$ cat src/logic/fcp_pkg.sv
// Package: register map, field positions and reset values of the full compare PWM block
package fcp_pkg;
    // ----------------------------------------------------------------
    // Register byte offsets
    // ----------------------------------------------------------------
    localparam logic [7:0] OFF_ACTION = 8'h00;  // Output action control
    localparam logic [7:0] OFF_DEADBAND = 8'h04;  // Dead-band control
    localparam logic [7:0] OFF_CMP1 = 8'h08;  // Full compare value 1
    localparam logic [7:0] OFF_CMP2 = 8'h0C;  // Full compare value 2
    localparam logic [7:0] OFF_CMP3 = 8'h10;  // Full compare value 3
    localparam logic [7:0] OFF_CCTRL = 8'h14;  // Compare control
    localparam logic [7:0] OFF_T1CTRL = 8'h18;  // Timer 1 control
    localparam logic [7:0] OFF_TIMER1_PERIOD = 8'h1C;  // Timer 1 period
    localparam logic [7:0] OFF_STATUS = 8'h20;  // Read-only state
    localparam logic [7:0] OFF_T2PER = 8'h24;  // Timer 2 period
    localparam logic [7:0] OFF_SCMP = 8'h28;  // Simple compare value
    // ----------------------------------------------------------------
    // Field positions
    // ----------------------------------------------------------------
    localparam int DB_COUNT_LSB = 8;  // Dead-band count, bits 15:8
    localparam int DB_EN_LSB = 5;  // Per-pair enables, bits 7:5
    localparam int DB_PSC_LSB = 3;  // Prescaler, bits 4:3
    localparam int CC_CMP_EN = 15;  // Compare operation enable
    localparam int CC_OE_HI = 9;  // Output enable, high bit
    localparam int CC_OE_LO = 8;  // Output enable, low bit
    localparam int CC_SACT_LSB = 4;  // Simple output action, bits 5:4
    localparam int CC_PROT_UNMASK = 1;  // Protection input unmask
    localparam int CC_T2_SEL = 0;  // Simple unit uses timer 2
    localparam int ST_PAT_LSB = 16;  // Upper-leg pattern, bits 18:16
    localparam int ST_ZERO_VEC = 19;  // Pattern is a zero vector
    localparam int ST_DIR = 20;  // Timer 1 counting down
    // ----------------------------------------------------------------
    // Reset values
    // ----------------------------------------------------------------
    localparam logic [15:0] RST_ZERO = 16'h0000;
    localparam logic [15:0] RST_PERIOD = 16'hFFFF;
    // Timer 1 counting modes, from timer control bits 1:0
    typedef enum logic [1:0] {FCP_STOP, FCP_UP, FCP_UPDOWN, FCP_RSVD} fcp_mode_t;
    // Pin bundle toward the gate drivers; enables are active low
    typedef struct packed {
        logic [6:0] level;  // Pins 5..0 full pairs, pin 6 simple output
        logic [6:0] oeN;  // Low while the pin is driven
    } fcp_pins_t;
endpackage
$ cat src/logic/fcp_full_compare_pwm.sv
// Module: three-channel full compare PWM generator with AHB-Lite registers
`timescale 1ns/1ps
`default_nettype none
// Operation
// Edge- and centre-aligned PWM; three-phase output
// Simple compare selects timer 1 or 2
// Software follows the documented setup order
// Software writes compare control twice first
// Edge-aligned needs continuous up counting
// Period register holds carrier period count
// Software enables compare, PWM and outputs
// Upper byte of dead-band holds count
// Partner output held low or high
// Compare values are double-buffered
// Action and period registers buffered too
// Centre-aligned needs continuous up/down counting
// Centre-aligned gives two matches per period
// Compare reloads at period match too
// Lower gate low whenever upper is high
// Upper gates form 3-bit switching pattern
// Adjacent vectors differ in one bit
// All-zero and all-one are zero vectors
// High-impedance on disable, protection or reset
// Dead-band register fields: count, enables, prescale
// Rising edges delayed by dead-band count
// Two-bit action selects pin polarity
module fcp_full_compare_pwm #(
    parameter int TW = 16  // Timer and compare width
) (
    input wire logic clk,
    input wire logic resetn,
    input wire logic hsel,
    input wire logic [7:0] haddr,
    input wire logic [1:0] htrans,
    input wire logic hwrite,
    input wire logic [2:0] hsize,
    input wire logic [31:0] hwdata,
    input wire logic hready,
    output logic hreadyout,
    output logic hresp,
    output logic [31:0] hrdata,
    input wire logic powerDriveProtectN,  // Protection input, active low
    output fcp_pkg::fcp_pins_t pins
);
    import fcp_pkg::*;

    // ----------------------------------------------------------------
    // Parameter check
    // ----------------------------------------------------------------
    if (TW < 8 || TW > 16) begin : g_bad_width
        $error("TW must lie between 8 and 16");
    end

    // Pin polarity from a two-bit action field
    function automatic logic polarity(input logic [1:0] act, input logic wave);
        case (act)
            2'h0: polarity = 1'b0;  // Forced low
            2'h1: polarity = ~wave;  // Active low
            2'h2: polarity = wave;  // Active high
            default: polarity = 1'b1;  // Forced high
        endcase
    endfunction

    // ----------------------------------------------------------------
    // Bus slave
    // ----------------------------------------------------------------
    logic wrPend_reg;  // Write data phase pending
    logic rdPend_reg;  // Read data phase, wait cycle
    logic rdDone_reg;  // Read data ready
    logic [7:0] addr_reg;  // Latched address phase
    logic [31:0] hrdata_reg;
    wire logic addrPhase = hsel & htrans[1] & hready;
    wire logic doWrite = wrPend_reg;
    wire logic wrAction = doWrite && addr_reg == OFF_ACTION;
    wire logic wrDead = doWrite && addr_reg == OFF_DEADBAND;
    wire logic wrCmp1 = doWrite && addr_reg == OFF_CMP1;
    wire logic wrCmp2 = doWrite && addr_reg == OFF_CMP2;
    wire logic wrCmp3 = doWrite && addr_reg == OFF_CMP3;
    wire logic wrCctrl = doWrite && addr_reg == OFF_CCTRL;
    wire logic wrT1ctrl = doWrite && addr_reg == OFF_T1CTRL;
    wire logic wrT1per = doWrite && addr_reg == OFF_TIMER1_PERIOD;
    wire logic wrT2per = doWrite && addr_reg == OFF_T2PER;
    wire logic wrScmp = doWrite && addr_reg == OFF_SCMP;

    // Wait state on reads so a write just before is always seen
    assign hreadyout = ~rdPend_reg;
    assign hresp = 1'b0;
    assign hrdata = hrdata_reg;

    always_ff @(posedge clk) begin
        if (!resetn) begin
            wrPend_reg <= 1'b0;
            rdPend_reg <= 1'b0;
            addr_reg <= 8'h00;
        end else begin
            wrPend_reg <= addrPhase & hwrite;
            rdPend_reg <= addrPhase & ~hwrite;
            if (addrPhase) begin
                addr_reg <= haddr;
            end
        end
    end

    // ----------------------------------------------------------------
    // Registers: software copies and active shadows
    // ----------------------------------------------------------------
    logic [15:0] action_reg, actionAct_reg;  // Output action control
    logic [15:0] deadBand_reg;  // Dead-band control
    logic [15:0] cmpCtrl_reg;  // Compare control
    logic [1:0] t1Ctrl_reg;  // Timer 1 mode
    logic [TW-1:0] cmp_reg [3];  // Full compare values, written copy
    logic [TW-1:0] cmpAct_reg [3];  // Values in force
    logic [TW-1:0] per_reg, perAct_reg;  // Timer 1 period
    logic [TW-1:0] t2Per_reg, sCmp_reg;  // Timer 2 period, simple compare
    logic [TW-1:0] cnt_reg, t2Cnt_reg;  // Timer counters
    logic down_reg;  // Timer 1 direction
    fcp_mode_t mode;
    assign mode = fcp_mode_t'(t1Ctrl_reg);

    wire logic zeroHit = cnt_reg == '0;
    wire logic perHit = cnt_reg == perAct_reg;
    // Centre-aligned mode also reloads at the period match
    wire logic cmpLoad = zeroHit | (mode == FCP_UPDOWN & perHit);

    always_ff @(posedge clk) begin
        if (!resetn) begin
            action_reg <= RST_ZERO;
            deadBand_reg <= RST_ZERO;
            cmpCtrl_reg <= RST_ZERO;
            t1Ctrl_reg <= 2'h0;
            per_reg <= TW'(RST_PERIOD);
            t2Per_reg <= TW'(RST_PERIOD);
            sCmp_reg <= TW'(RST_ZERO);
            for (int i = 0; i < 3; i++) begin
                cmp_reg[i] <= TW'(RST_ZERO);
            end
        end else begin
            if (wrAction) action_reg <= hwdata[15:0];
            if (wrDead) deadBand_reg <= hwdata[15:0];
            if (wrCctrl) cmpCtrl_reg <= hwdata[15:0];
            if (wrT1ctrl) t1Ctrl_reg <= hwdata[1:0];
            if (wrT1per) per_reg <= hwdata[TW-1:0];
            if (wrT2per) t2Per_reg <= hwdata[TW-1:0];
            if (wrScmp) sCmp_reg <= hwdata[TW-1:0];
            if (wrCmp1) cmp_reg[0] <= hwdata[TW-1:0];
            if (wrCmp2) cmp_reg[1] <= hwdata[TW-1:0];
            if (wrCmp3) cmp_reg[2] <= hwdata[TW-1:0];
        end
    end

    // Action and period shadows load only at counter zero; compare shadows
    // also load at the period match in centre-aligned mode
    always_ff @(posedge clk) begin
        if (!resetn) begin
            actionAct_reg <= RST_ZERO;
            perAct_reg <= TW'(RST_PERIOD);
            for (int i = 0; i < 3; i++) begin
                cmpAct_reg[i] <= TW'(RST_ZERO);
            end
        end else begin
            if (zeroHit) begin
                actionAct_reg <= action_reg;
                perAct_reg <= per_reg;
            end
            if (cmpLoad) begin
                cmpAct_reg <= cmp_reg;
            end
        end
    end

    // ----------------------------------------------------------------
    // Timers
    // ----------------------------------------------------------------
    // Timer 1: continuous up, or continuous up/down
    always_ff @(posedge clk) begin
        if (!resetn) begin
            cnt_reg <= '0;
            down_reg <= 1'b0;
        end else begin
            case (mode)
                FCP_UP: begin
                    down_reg <= 1'b0;
                    cnt_reg <= perHit ? '0 : cnt_reg + 1'b1;
                end
                FCP_UPDOWN: begin
                    if (perHit && !down_reg && !zeroHit) begin
                        down_reg <= 1'b1;
                        cnt_reg <= cnt_reg - 1'b1;
                    end else if (down_reg && cnt_reg == TW'(1)) begin
                        down_reg <= 1'b0;
                        cnt_reg <= '0;
                    end else if (down_reg) begin
                        cnt_reg <= cnt_reg - 1'b1;
                    end else begin
                        cnt_reg <= perHit ? '0 : cnt_reg + 1'b1;
                    end
                end
                default: begin
                    down_reg <= down_reg;  // Stopped: hold
                end
            endcase
        end
    end

    // Timer 2: continuous up, runs whenever timer 1 runs
    always_ff @(posedge clk) begin
        if (!resetn) begin
            t2Cnt_reg <= '0;
        end else if (mode == FCP_UP || mode == FCP_UPDOWN) begin
            t2Cnt_reg <= (t2Cnt_reg == t2Per_reg) ? '0 : t2Cnt_reg + 1'b1;
        end
    end

    // ----------------------------------------------------------------
    // Compare and dead band
    // ----------------------------------------------------------------
    wire logic cmpOn = cmpCtrl_reg[CC_CMP_EN];
    wire logic [7:0] dbCount = deadBand_reg[DB_COUNT_LSB +: 8];
    wire logic [2:0] dbEn = deadBand_reg[DB_EN_LSB +: 3];
    wire logic [1:0] dbPsc = deadBand_reg[DB_PSC_LSB +: 2];
    logic [2:0] raw;  // Compare waveform per channel
    logic [2:0] rawQ_reg;  // Previous waveform
    logic [7:0] dbCnt_reg [3];  // Dead-band timers
    logic [6:0] pscCnt_reg;  // Dead-band prescaler
    logic [2:0] upper, lower;  // Phase gate signals
    // Prescaler divides by 1, 2, 4 or 8
    wire logic dbTick = (pscCnt_reg & ((7'h01 << dbPsc) - 7'h01)) == 7'h00;

    // Level compare gives one edge per match; in centre-aligned mode
    // the up and down halves each cross the value once
    always_comb begin
        for (int i = 0; i < 3; i++) begin
            raw[i] = cmpOn & (cnt_reg >= cmpAct_reg[i]);
        end
    end

    always_ff @(posedge clk) begin
        if (!resetn) begin
            pscCnt_reg <= 7'h00;
        end else begin
            pscCnt_reg <= pscCnt_reg + 7'h01;
        end
    end

    // A change of waveform on an enabled pair reloads the dead-band timer; both gates
    // stay low until it expires, which delays every rising edge
    always_ff @(posedge clk) begin
        if (!resetn) begin
            rawQ_reg <= 3'h0;
            for (int i = 0; i < 3; i++) begin
                dbCnt_reg[i] <= 8'h00;
            end
        end else begin
            rawQ_reg <= raw;
            for (int i = 0; i < 3; i++) begin
                if (raw[i] != rawQ_reg[i] && dbEn[i]) begin
                    dbCnt_reg[i] <= dbCount;
                end else if (dbCnt_reg[i] != 8'h00 && dbTick) begin
                    dbCnt_reg[i] <= dbCnt_reg[i] - 8'h01;
                end
            end
        end
    end

    // Gates are built from one waveform, so they can never both be high
    always_comb begin
        for (int i = 0; i < 3; i++) begin
            upper[i] = rawQ_reg[i] & (dbCnt_reg[i] == 8'h00);
            lower[i] = ~rawQ_reg[i] & (dbCnt_reg[i] == 8'h00);
        end
    end

    // Upper gates as a pattern: bit 2 is phase a, bit 0 phase c.
    // Each leg toggles on its own, so a step between adjacent vectors
    // flips one bit when compare values are ordered by the software.
    wire logic [2:0] pattern = {upper[0], upper[1], upper[2]};
    wire logic zeroVector = (pattern == 3'h0) | (pattern == 3'h7);

    // ----------------------------------------------------------------
    // Output logic
    // ----------------------------------------------------------------
    wire logic [TW-1:0] sBase = cmpCtrl_reg[CC_T2_SEL] ? t2Cnt_reg : cnt_reg;
    wire logic sWave = cmpOn & (sBase >= sCmp_reg);
    wire logic protTrip = cmpCtrl_reg[CC_PROT_UNMASK] & ~powerDriveProtectN;
    wire logic drive = cmpCtrl_reg[CC_OE_HI] & cmpCtrl_reg[CC_OE_LO] & ~protTrip;
    logic [6:0] level_reg;
    logic [6:0] oeN_reg;

    // Pins 2i and 2i+1 are upper and lower of channel i; a forced
    // action on one pin holds it while its partner keeps switching
    always_ff @(posedge clk) begin
        if (!resetn) begin
            level_reg <= 7'h00;
            oeN_reg <= 7'h7F;
        end else begin
            for (int i = 0; i < 3; i++) begin
                level_reg[2*i] <= polarity(actionAct_reg[4*i +: 2], upper[i]);
                level_reg[2*i+1] <= polarity(actionAct_reg[4*i+2 +: 2], lower[i]);
            end
            level_reg[6] <= polarity(cmpCtrl_reg[CC_SACT_LSB +: 2], sWave);
            oeN_reg <= drive ? 7'h00 : 7'h7F;
        end
    end
    // One driver for the whole bundle
    assign pins = {level_reg, oeN_reg};

    // ----------------------------------------------------------------
    // Read data
    // ----------------------------------------------------------------
    logic [31:0] rdMux;
    always_comb begin
        rdMux = 32'h0000_0000;
        case (addr_reg)
            OFF_ACTION: rdMux[15:0] = action_reg;
            OFF_DEADBAND: rdMux[15:0] = deadBand_reg;
            OFF_CMP1: rdMux[TW-1:0] = cmp_reg[0];
            OFF_CMP2: rdMux[TW-1:0] = cmp_reg[1];
            OFF_CMP3: rdMux[TW-1:0] = cmp_reg[2];
            OFF_CCTRL: rdMux[15:0] = cmpCtrl_reg;
            OFF_T1CTRL: rdMux[1:0] = t1Ctrl_reg;
            OFF_TIMER1_PERIOD: rdMux[TW-1:0] = per_reg;
            OFF_T2PER: rdMux[TW-1:0] = t2Per_reg;
            OFF_SCMP: rdMux[TW-1:0] = sCmp_reg;
            OFF_STATUS: begin
                rdMux[TW-1:0] = cnt_reg;
                rdMux[ST_PAT_LSB +: 3] = pattern;
                rdMux[ST_ZERO_VEC] = zeroVector;
                rdMux[ST_DIR] = down_reg;
            end
            default: rdMux = 32'h0000_0000;  // Unmapped reads zero
        endcase
    end

    always_ff @(posedge clk) begin
        if (!resetn) begin
            hrdata_reg <= 32'h0000_0000;
        end else if (rdPend_reg) begin
            hrdata_reg <= rdMux;
        end
    end

    // hsize is unused: only whole-word transfers are served
    wire logic unusedSize = ^hsize;
endmodule
`default_nettype wire

$ cat config.mk
export PLATFORM = sky130hd
export DESIGN_NAME = fcp_full_compare_pwm
export DESIGN_NICKNAME = d
export VERILOG_FILES = /design/src/logic/fcp_pkg.sv /design/src/logic/fcp_full_compare_pwm.sv
export SDC_FILE = /design/constraint.sdc
export NUM_CORES = 1
export LEC_CHECK = 0
export BUFFER_PORTS_ARGS = -buffer_cell sky130_fd_sc_hd__buf_2
export CELL_PAD_IN_SITES_DETAIL_PLACEMENT = 1
export CELL_PAD_IN_SITES_GLOBAL_PLACEMENT = 1
export CORE_MARGIN = 1.5
export CORE_UTILIZATION = 25
export CTS_CLUSTER_DIAMETER = 40
export CTS_CLUSTER_SIZE = 40
export DETAILED_ROUTE_END_ITERATION = 6
export PLACE_DENSITY = 0.46
export RECOVER_POWER = 50
export SYNTH_ARGS = -nofsm -noshare
export SYNTH_HDL_FRONTEND = slang
export SYNTH_SLANG_ARGS = --single-unit
$ cat constraint.sdc
create_clock -name clk -period 4.2 [get_ports clk]
set_clock_uncertainty 0.1 [all_clocks]
set_input_delay 0.42 -clock clk [delete_from_list [all_inputs] [get_ports clk]]
set_output_delay 0.42 -clock clk [all_outputs]
set_load 0.05 [all_outputs]
* Word level (Yosys, flattened, before mapping)
Memory sizes are Yosys's and may differ from the RTL's. Cells that the tools add are included.
Word-level totals: output and inout port bits 48, register bits 310, memories kept 1, RAM bits 24, logic and storage cells 205, input port bits 51
Operators by class: bitwise gates (word level) 41, equal/unequal tests 34, reductions and logical operators 41, order comparisons 4, $add $sub $neg 8, shift-type cells 1, mux-type cells 49
Memories:
- dbCnt_reg | words 3, bits a word 8, rd ports 3, clocked after memory_dff 0, wr ports 3, line fcp_full_compare_pwm.sv:223 | logic [7:0] dbCnt_reg [3];
Operators by type and width (number):
- $pmux 14 s10 | 1
- $mux 16 | 6
- $ge 16x16->1 | 4
- $mux 8 | 6
- $add 16x1->16 const B | 2
- $eq 16x16->1 | 2
- $eq 8x5->1 const B | 4
- $logic_not 8->1 | 4
- $pmux 16 s2 | 1
- $eq 8x6->1 const B | 3
- $mux 1 | 24
- $reduce_bool 8->1 | 3
- $sub 8x1->8 const B | 3
- $pmux 2 s11 | 1
- $pmux 1 s3 | 7
- $logic_and 1x1->1 | 19
- $and 1x1->1 | 18
- $eq 16x1->1 const B | 1
- $eq 2x1->1 const B | 8
- $eq 2x2->1 const B | 8
- $eq 8x4->1 const B | 2
- $logic_not 16->1 | 1
- $sub 16x1->16 const B | 1
- $logic_not 2->1 | 7
- 19 further kinds | 42

* Depth between registers and ports, before layout
depth after elaboration 10, gate-level depth with buffers 13, depth with buffers taken out 10

* Least setup slack after synthesis
No wires, ideal clock.
path type register -> register, start point reg cnt_reg[0], end point mem dbCnt_reg[2][0], data pin, buffers on the path 2, required time 3826 ps, arrival 2878 ps, setup time 274 ps, stages on the path, launching flop included 13, slack 948 ps, clock period less this slack 3252 ps, cells stage by stage dfxtp_1 clkbuf_1 inv_1 ha_1 nand2b_1 a2111o_1 a31oi_1 o22ai_1 mux2i_1 o41ai_1 o221a_2 clkbuf_1 o22ai_1
RTL lines:
- start: declaration | line fcp_full_compare_pwm.sv:115 | logic [TW-1:0] cnt_reg, t2Cnt_reg;
- start signal: assignment | line fcp_full_compare_pwm.sv:183 | cnt_reg <= perHit ? '0 : cnt_reg + 1'b1;
- start signal: assignment | line fcp_full_compare_pwm.sv:188 | cnt_reg <= cnt_reg - 1'b1;
- start signal: assignment | line fcp_full_compare_pwm.sv:193 | cnt_reg <= cnt_reg - 1'b1;
- end: declaration | line fcp_full_compare_pwm.sv:223

* Final worst setup path
start point reg addr_reg[7], end point reg per_reg[7]
On the way: word-level cells in the longest chain between the ends 2
RTL lines:
- start: declaration | line fcp_full_compare_pwm.sv:70 | logic [7:0] addr_reg;
- start signal: assignment | line fcp_full_compare_pwm.sv:99 | addr_reg <= haddr;
- $eq 8x5->1 | line fcp_full_compare_pwm.sv:81 | wire logic wrT1per = doWrite && addr_reg == OFF_TIMER1_PERIOD;
- $logic_and 1x1->1 | line fcp_full_compare_pwm.sv:81
- end signal: assignment | line fcp_full_compare_pwm.sv:131 | per_reg <= TW'(RST_PERIOD);
- end signal: assignment | line fcp_full_compare_pwm.sv:142 | if (wrT1per) per_reg <= hwdata[TW-1:0];
- end: declaration | line fcp_full_compare_pwm.sv:113 | logic [TW-1:0] per_reg, perAct_reg;
Every way passes these cells. A chain may end at the register's enable or synchronous reset.

==> impl_metrics.json <==
{
  "status": "finished, violations left",
  "violations": "capacitance limit, slew limit",
  "ant_nets": 0,
  "vdd_ir_drop_max_mv": 0.265,
  "syn_area_mm2": 0.0167,
  "num_rows": 94,
  "cts_num_sinks": 328,
  "path_clk_slew_ns": 0.05,
  "timing.final.crit_share": 0.933,
  "synth_top_area_cell": "dfxtp_1",
  "ys_seq_area_frac": 0.408,
  "worstSetupPathType": "reg2reg",
  "p_comb_frac": 0.068,
  "cts_max_path_buffers": 3,
  "die_height_um": 261,
  "crit_fanout": 18,
  "fillers": 7742,
  "vias_per_cell": 4.98,
  "cts_tree": "yes",
  "p_per_area_mw_per_mm2": 497,
  "pwr-share-seq": 0.324,
  "rrSetupSlack_ns": 0.28,
  "clkLatencyLatePin_ns": 0.62,
  "sw_frac_of_total": 0.251,
  "areaGrowthSynthToFinish_pct": 23.6,
  "antenna_cells": 0,
  "numPortBuffers": 66,
  "fmaxAchievable_ghz": 0.255,
  "power_leakage_nw": 7.43,
  "required_ns": 4.57,
  "hpwlAfterDp_um": 49600,
  "p_int_mw": 7.67,
  "grt_pass1_wl_um": 104000,
  "post_cts_buffers": 0,
  "netlist-cell-type-count": 64,
  "dp_cells": 2910,
  "hold_viol_final": 0,
  "async_reset_ff_frac": 0,
  "tightestPinTransition_ns": 3.11,
  "initial_core_util": 0.253,
  "synthCells": 2074,
  "post-route-drc-count": 0,
  "numCtsBuffers": 78,
  "synth.area.top_cells": "dfxtp_1 36%, nand2_1 13%, a21boi_0 8.4%, ha_1 5.6%, edfxtp_1 4.3%",
  "power_mw": 10.2,
  "final-setup-viol-count": 0,
  "htreeDepth": 3,
  "max-slew-margin-rel": -1.07,
  "yosys-top-cells-count": "559 x nand2_1, 304 x dfxtp_1, 186 x a21boi_0",
  "overflow": 0,
  "ff2ff_path_depth": 6,
  "gr-usage-all-layers": 0.209,
  "layout-drive-gt1-share": 0.110,
  "timing.rr.start": "addr_reg[7]",
  "antenna_found_initial": 2,
  "yosysTopAreaCellShare": 0.365,
  "grt_pass1_vias": 15500,
  "yosysWarningCount": 0,
  "die_width_um": 261,
  "min_from": "hwdata[12]",
  "wire_per_inst_um": 23.3,
  "critPathLaunchType": "flip-flop",
  "p_clk_frac": 0.608,
  "synth_ff_type": "dfxtp_1",
  "arrival_ns": 4.29,
  "drv_slew": 214,
  "wirelength_um": 71200,
  "drv_cap": 5,
  "vias": 15200,
  "hold_path_end": "cmp_reg[44]",
  "die_area_mm2": 0.0683,
  "grt_setup_unrepaired": "no",
  "reg2reg_to": "per_reg[7]",
  "synth-seq-cells": 328,
  "hold_class": "in2reg",
  "io_pins": 99,
  "syn_area_per_cell_um2": 8.04,
  "synth_most_common_cell": "nand2_1",
  "fin_cells": 3061,
  "hold_path_depth": 3,
  "final_nets": 2261,
  "synth_edf_count": 24,
  "tns_ns": 0,
  "drtIter0Drc": 904,
  "switching_power_mw": 2.57,
  "period_minus_slack_ns": 3.92,
  "place.gp.congestion": 0.823,
  "cts_root_buf": "clkbuf_16",
  "grt_max_degree": 157,
  "dr.pass1.iters": 5,
  "endpoint_kind": "flip-flop",
  "core_mm2": 0.0659
}
worst max path at each step:
stage           startpoint         endpoint  slack (ns)  cells past startpoint
2_1_floorplan   cnt_reg[0]  dbCnt_reg[2][0]        0.95                     12
3_3_place_gp    cnt_reg[7]  dbCnt_reg[1][2]        0.38                      9
3_5_place_dp    cnt_reg[7]  dbCnt_reg[1][5]        0.35                      9
4_1_cts         cnt_reg[7]  dbCnt_reg[1][5]        0.32                      9
5_1_grt        addr_reg[7]       per_reg[0]        0.12                      6
6_report       addr_reg[7]       per_reg[7]        0.28                      6
routing by layer:
layer,vias up,track usage,wire (um)
li1,7226,-,-
met1,7538,0.281,33600
met2,362,0.338,32600
met3,113,0.0349,3150
met4,0,0.0656,1900
met5,-,0,0
stage by stage:
stage                     setup slack, ns   util  cell area, um2  hold WS (ns)
after floorplan                     0.948      -           16700         0.289
after global placement              0.380  0.273           18000         0.344
after detailed placement            0.352  0.273           18000         0.350
after CTS                           0.316  0.315           20700        0.0623
after global routing                0.123  0.313           20600        0.0872
final                               0.281  0.313           20600        0.0894
worst max-delay path: stages, from the launching register on:
cell and delay, ns:
dfxtp_1 0.33, or4b_1 0.64, nor2_1 0.18, clkbuf_1 1.01, and2_0 1.25, nand2_1 0.14, nand3_1 0.14
power groups by stage:
stage	clock, mW	sequential, mW	combinational (mW)
detailed placement	0	3.38	0.695
CTS	6.37	3.32	0.706
floorplan	0	3.36	0.455
finish	6.23	3.32	0.695
global placement	0	3.37	0.687
global route	6.51	3.33	0.762
final cells by class:
| type | count | area (um2) | area share |
|---|---|---|---|
| sequential | 328 | 6810 | 0.330 |
| timing repair buffer | 133 | 800 | 0.0388 |
| clock inverter | 48 | 564 | 0.0274 |
| inverter | 84 | 315 | 0.0153 |
| tap | 864 | 1080 | 0.0524 |
| clock buffer | 93 | 2110 | 0.102 |
| multi-input combinational | 1511 | 8940 | 0.434 |
kinds of logic after synthesis:
group	after synthesis	synth area share
XOR/XNOR	74	0.0389
AND/OR/NAND/NOR	870	0.225
buffers and inverters	246	0.0599
multiplexers	23	0.0146
adder cells (fa/ha/maj)	74	0.0555
other	1	0.000225
flip-flops	328	0.408
AO/OA/AOI/OAI	458	0.198
cells in the final DEF, fill, tap and decap left out, drive strengths merged, types with 15 or more instances in the layout:
cell and instances:
nor2b 28, a221oi 33, nand2b 15, a211oi 20
a21oi 53, o22ai 18, nor3 25, ha 74
a31oi 19, a22o 17, clkinv 22, o21ai 47
xnor2 44, nand3 83, xor2 30, a222oi 15
nand2 559, a21boi 188, edfxtp 24, buf 74
clkbuf 142, inv 90, nor2 79, and2 19
dfxtp 304
timing repair:
item	in CTS	in global routing
hold buffers	10	0
setup endpoints to repair	0	2
resized for setup	0	1
endpoints found under the hold margin	11	0
Power figures use the tool's default switching activity.
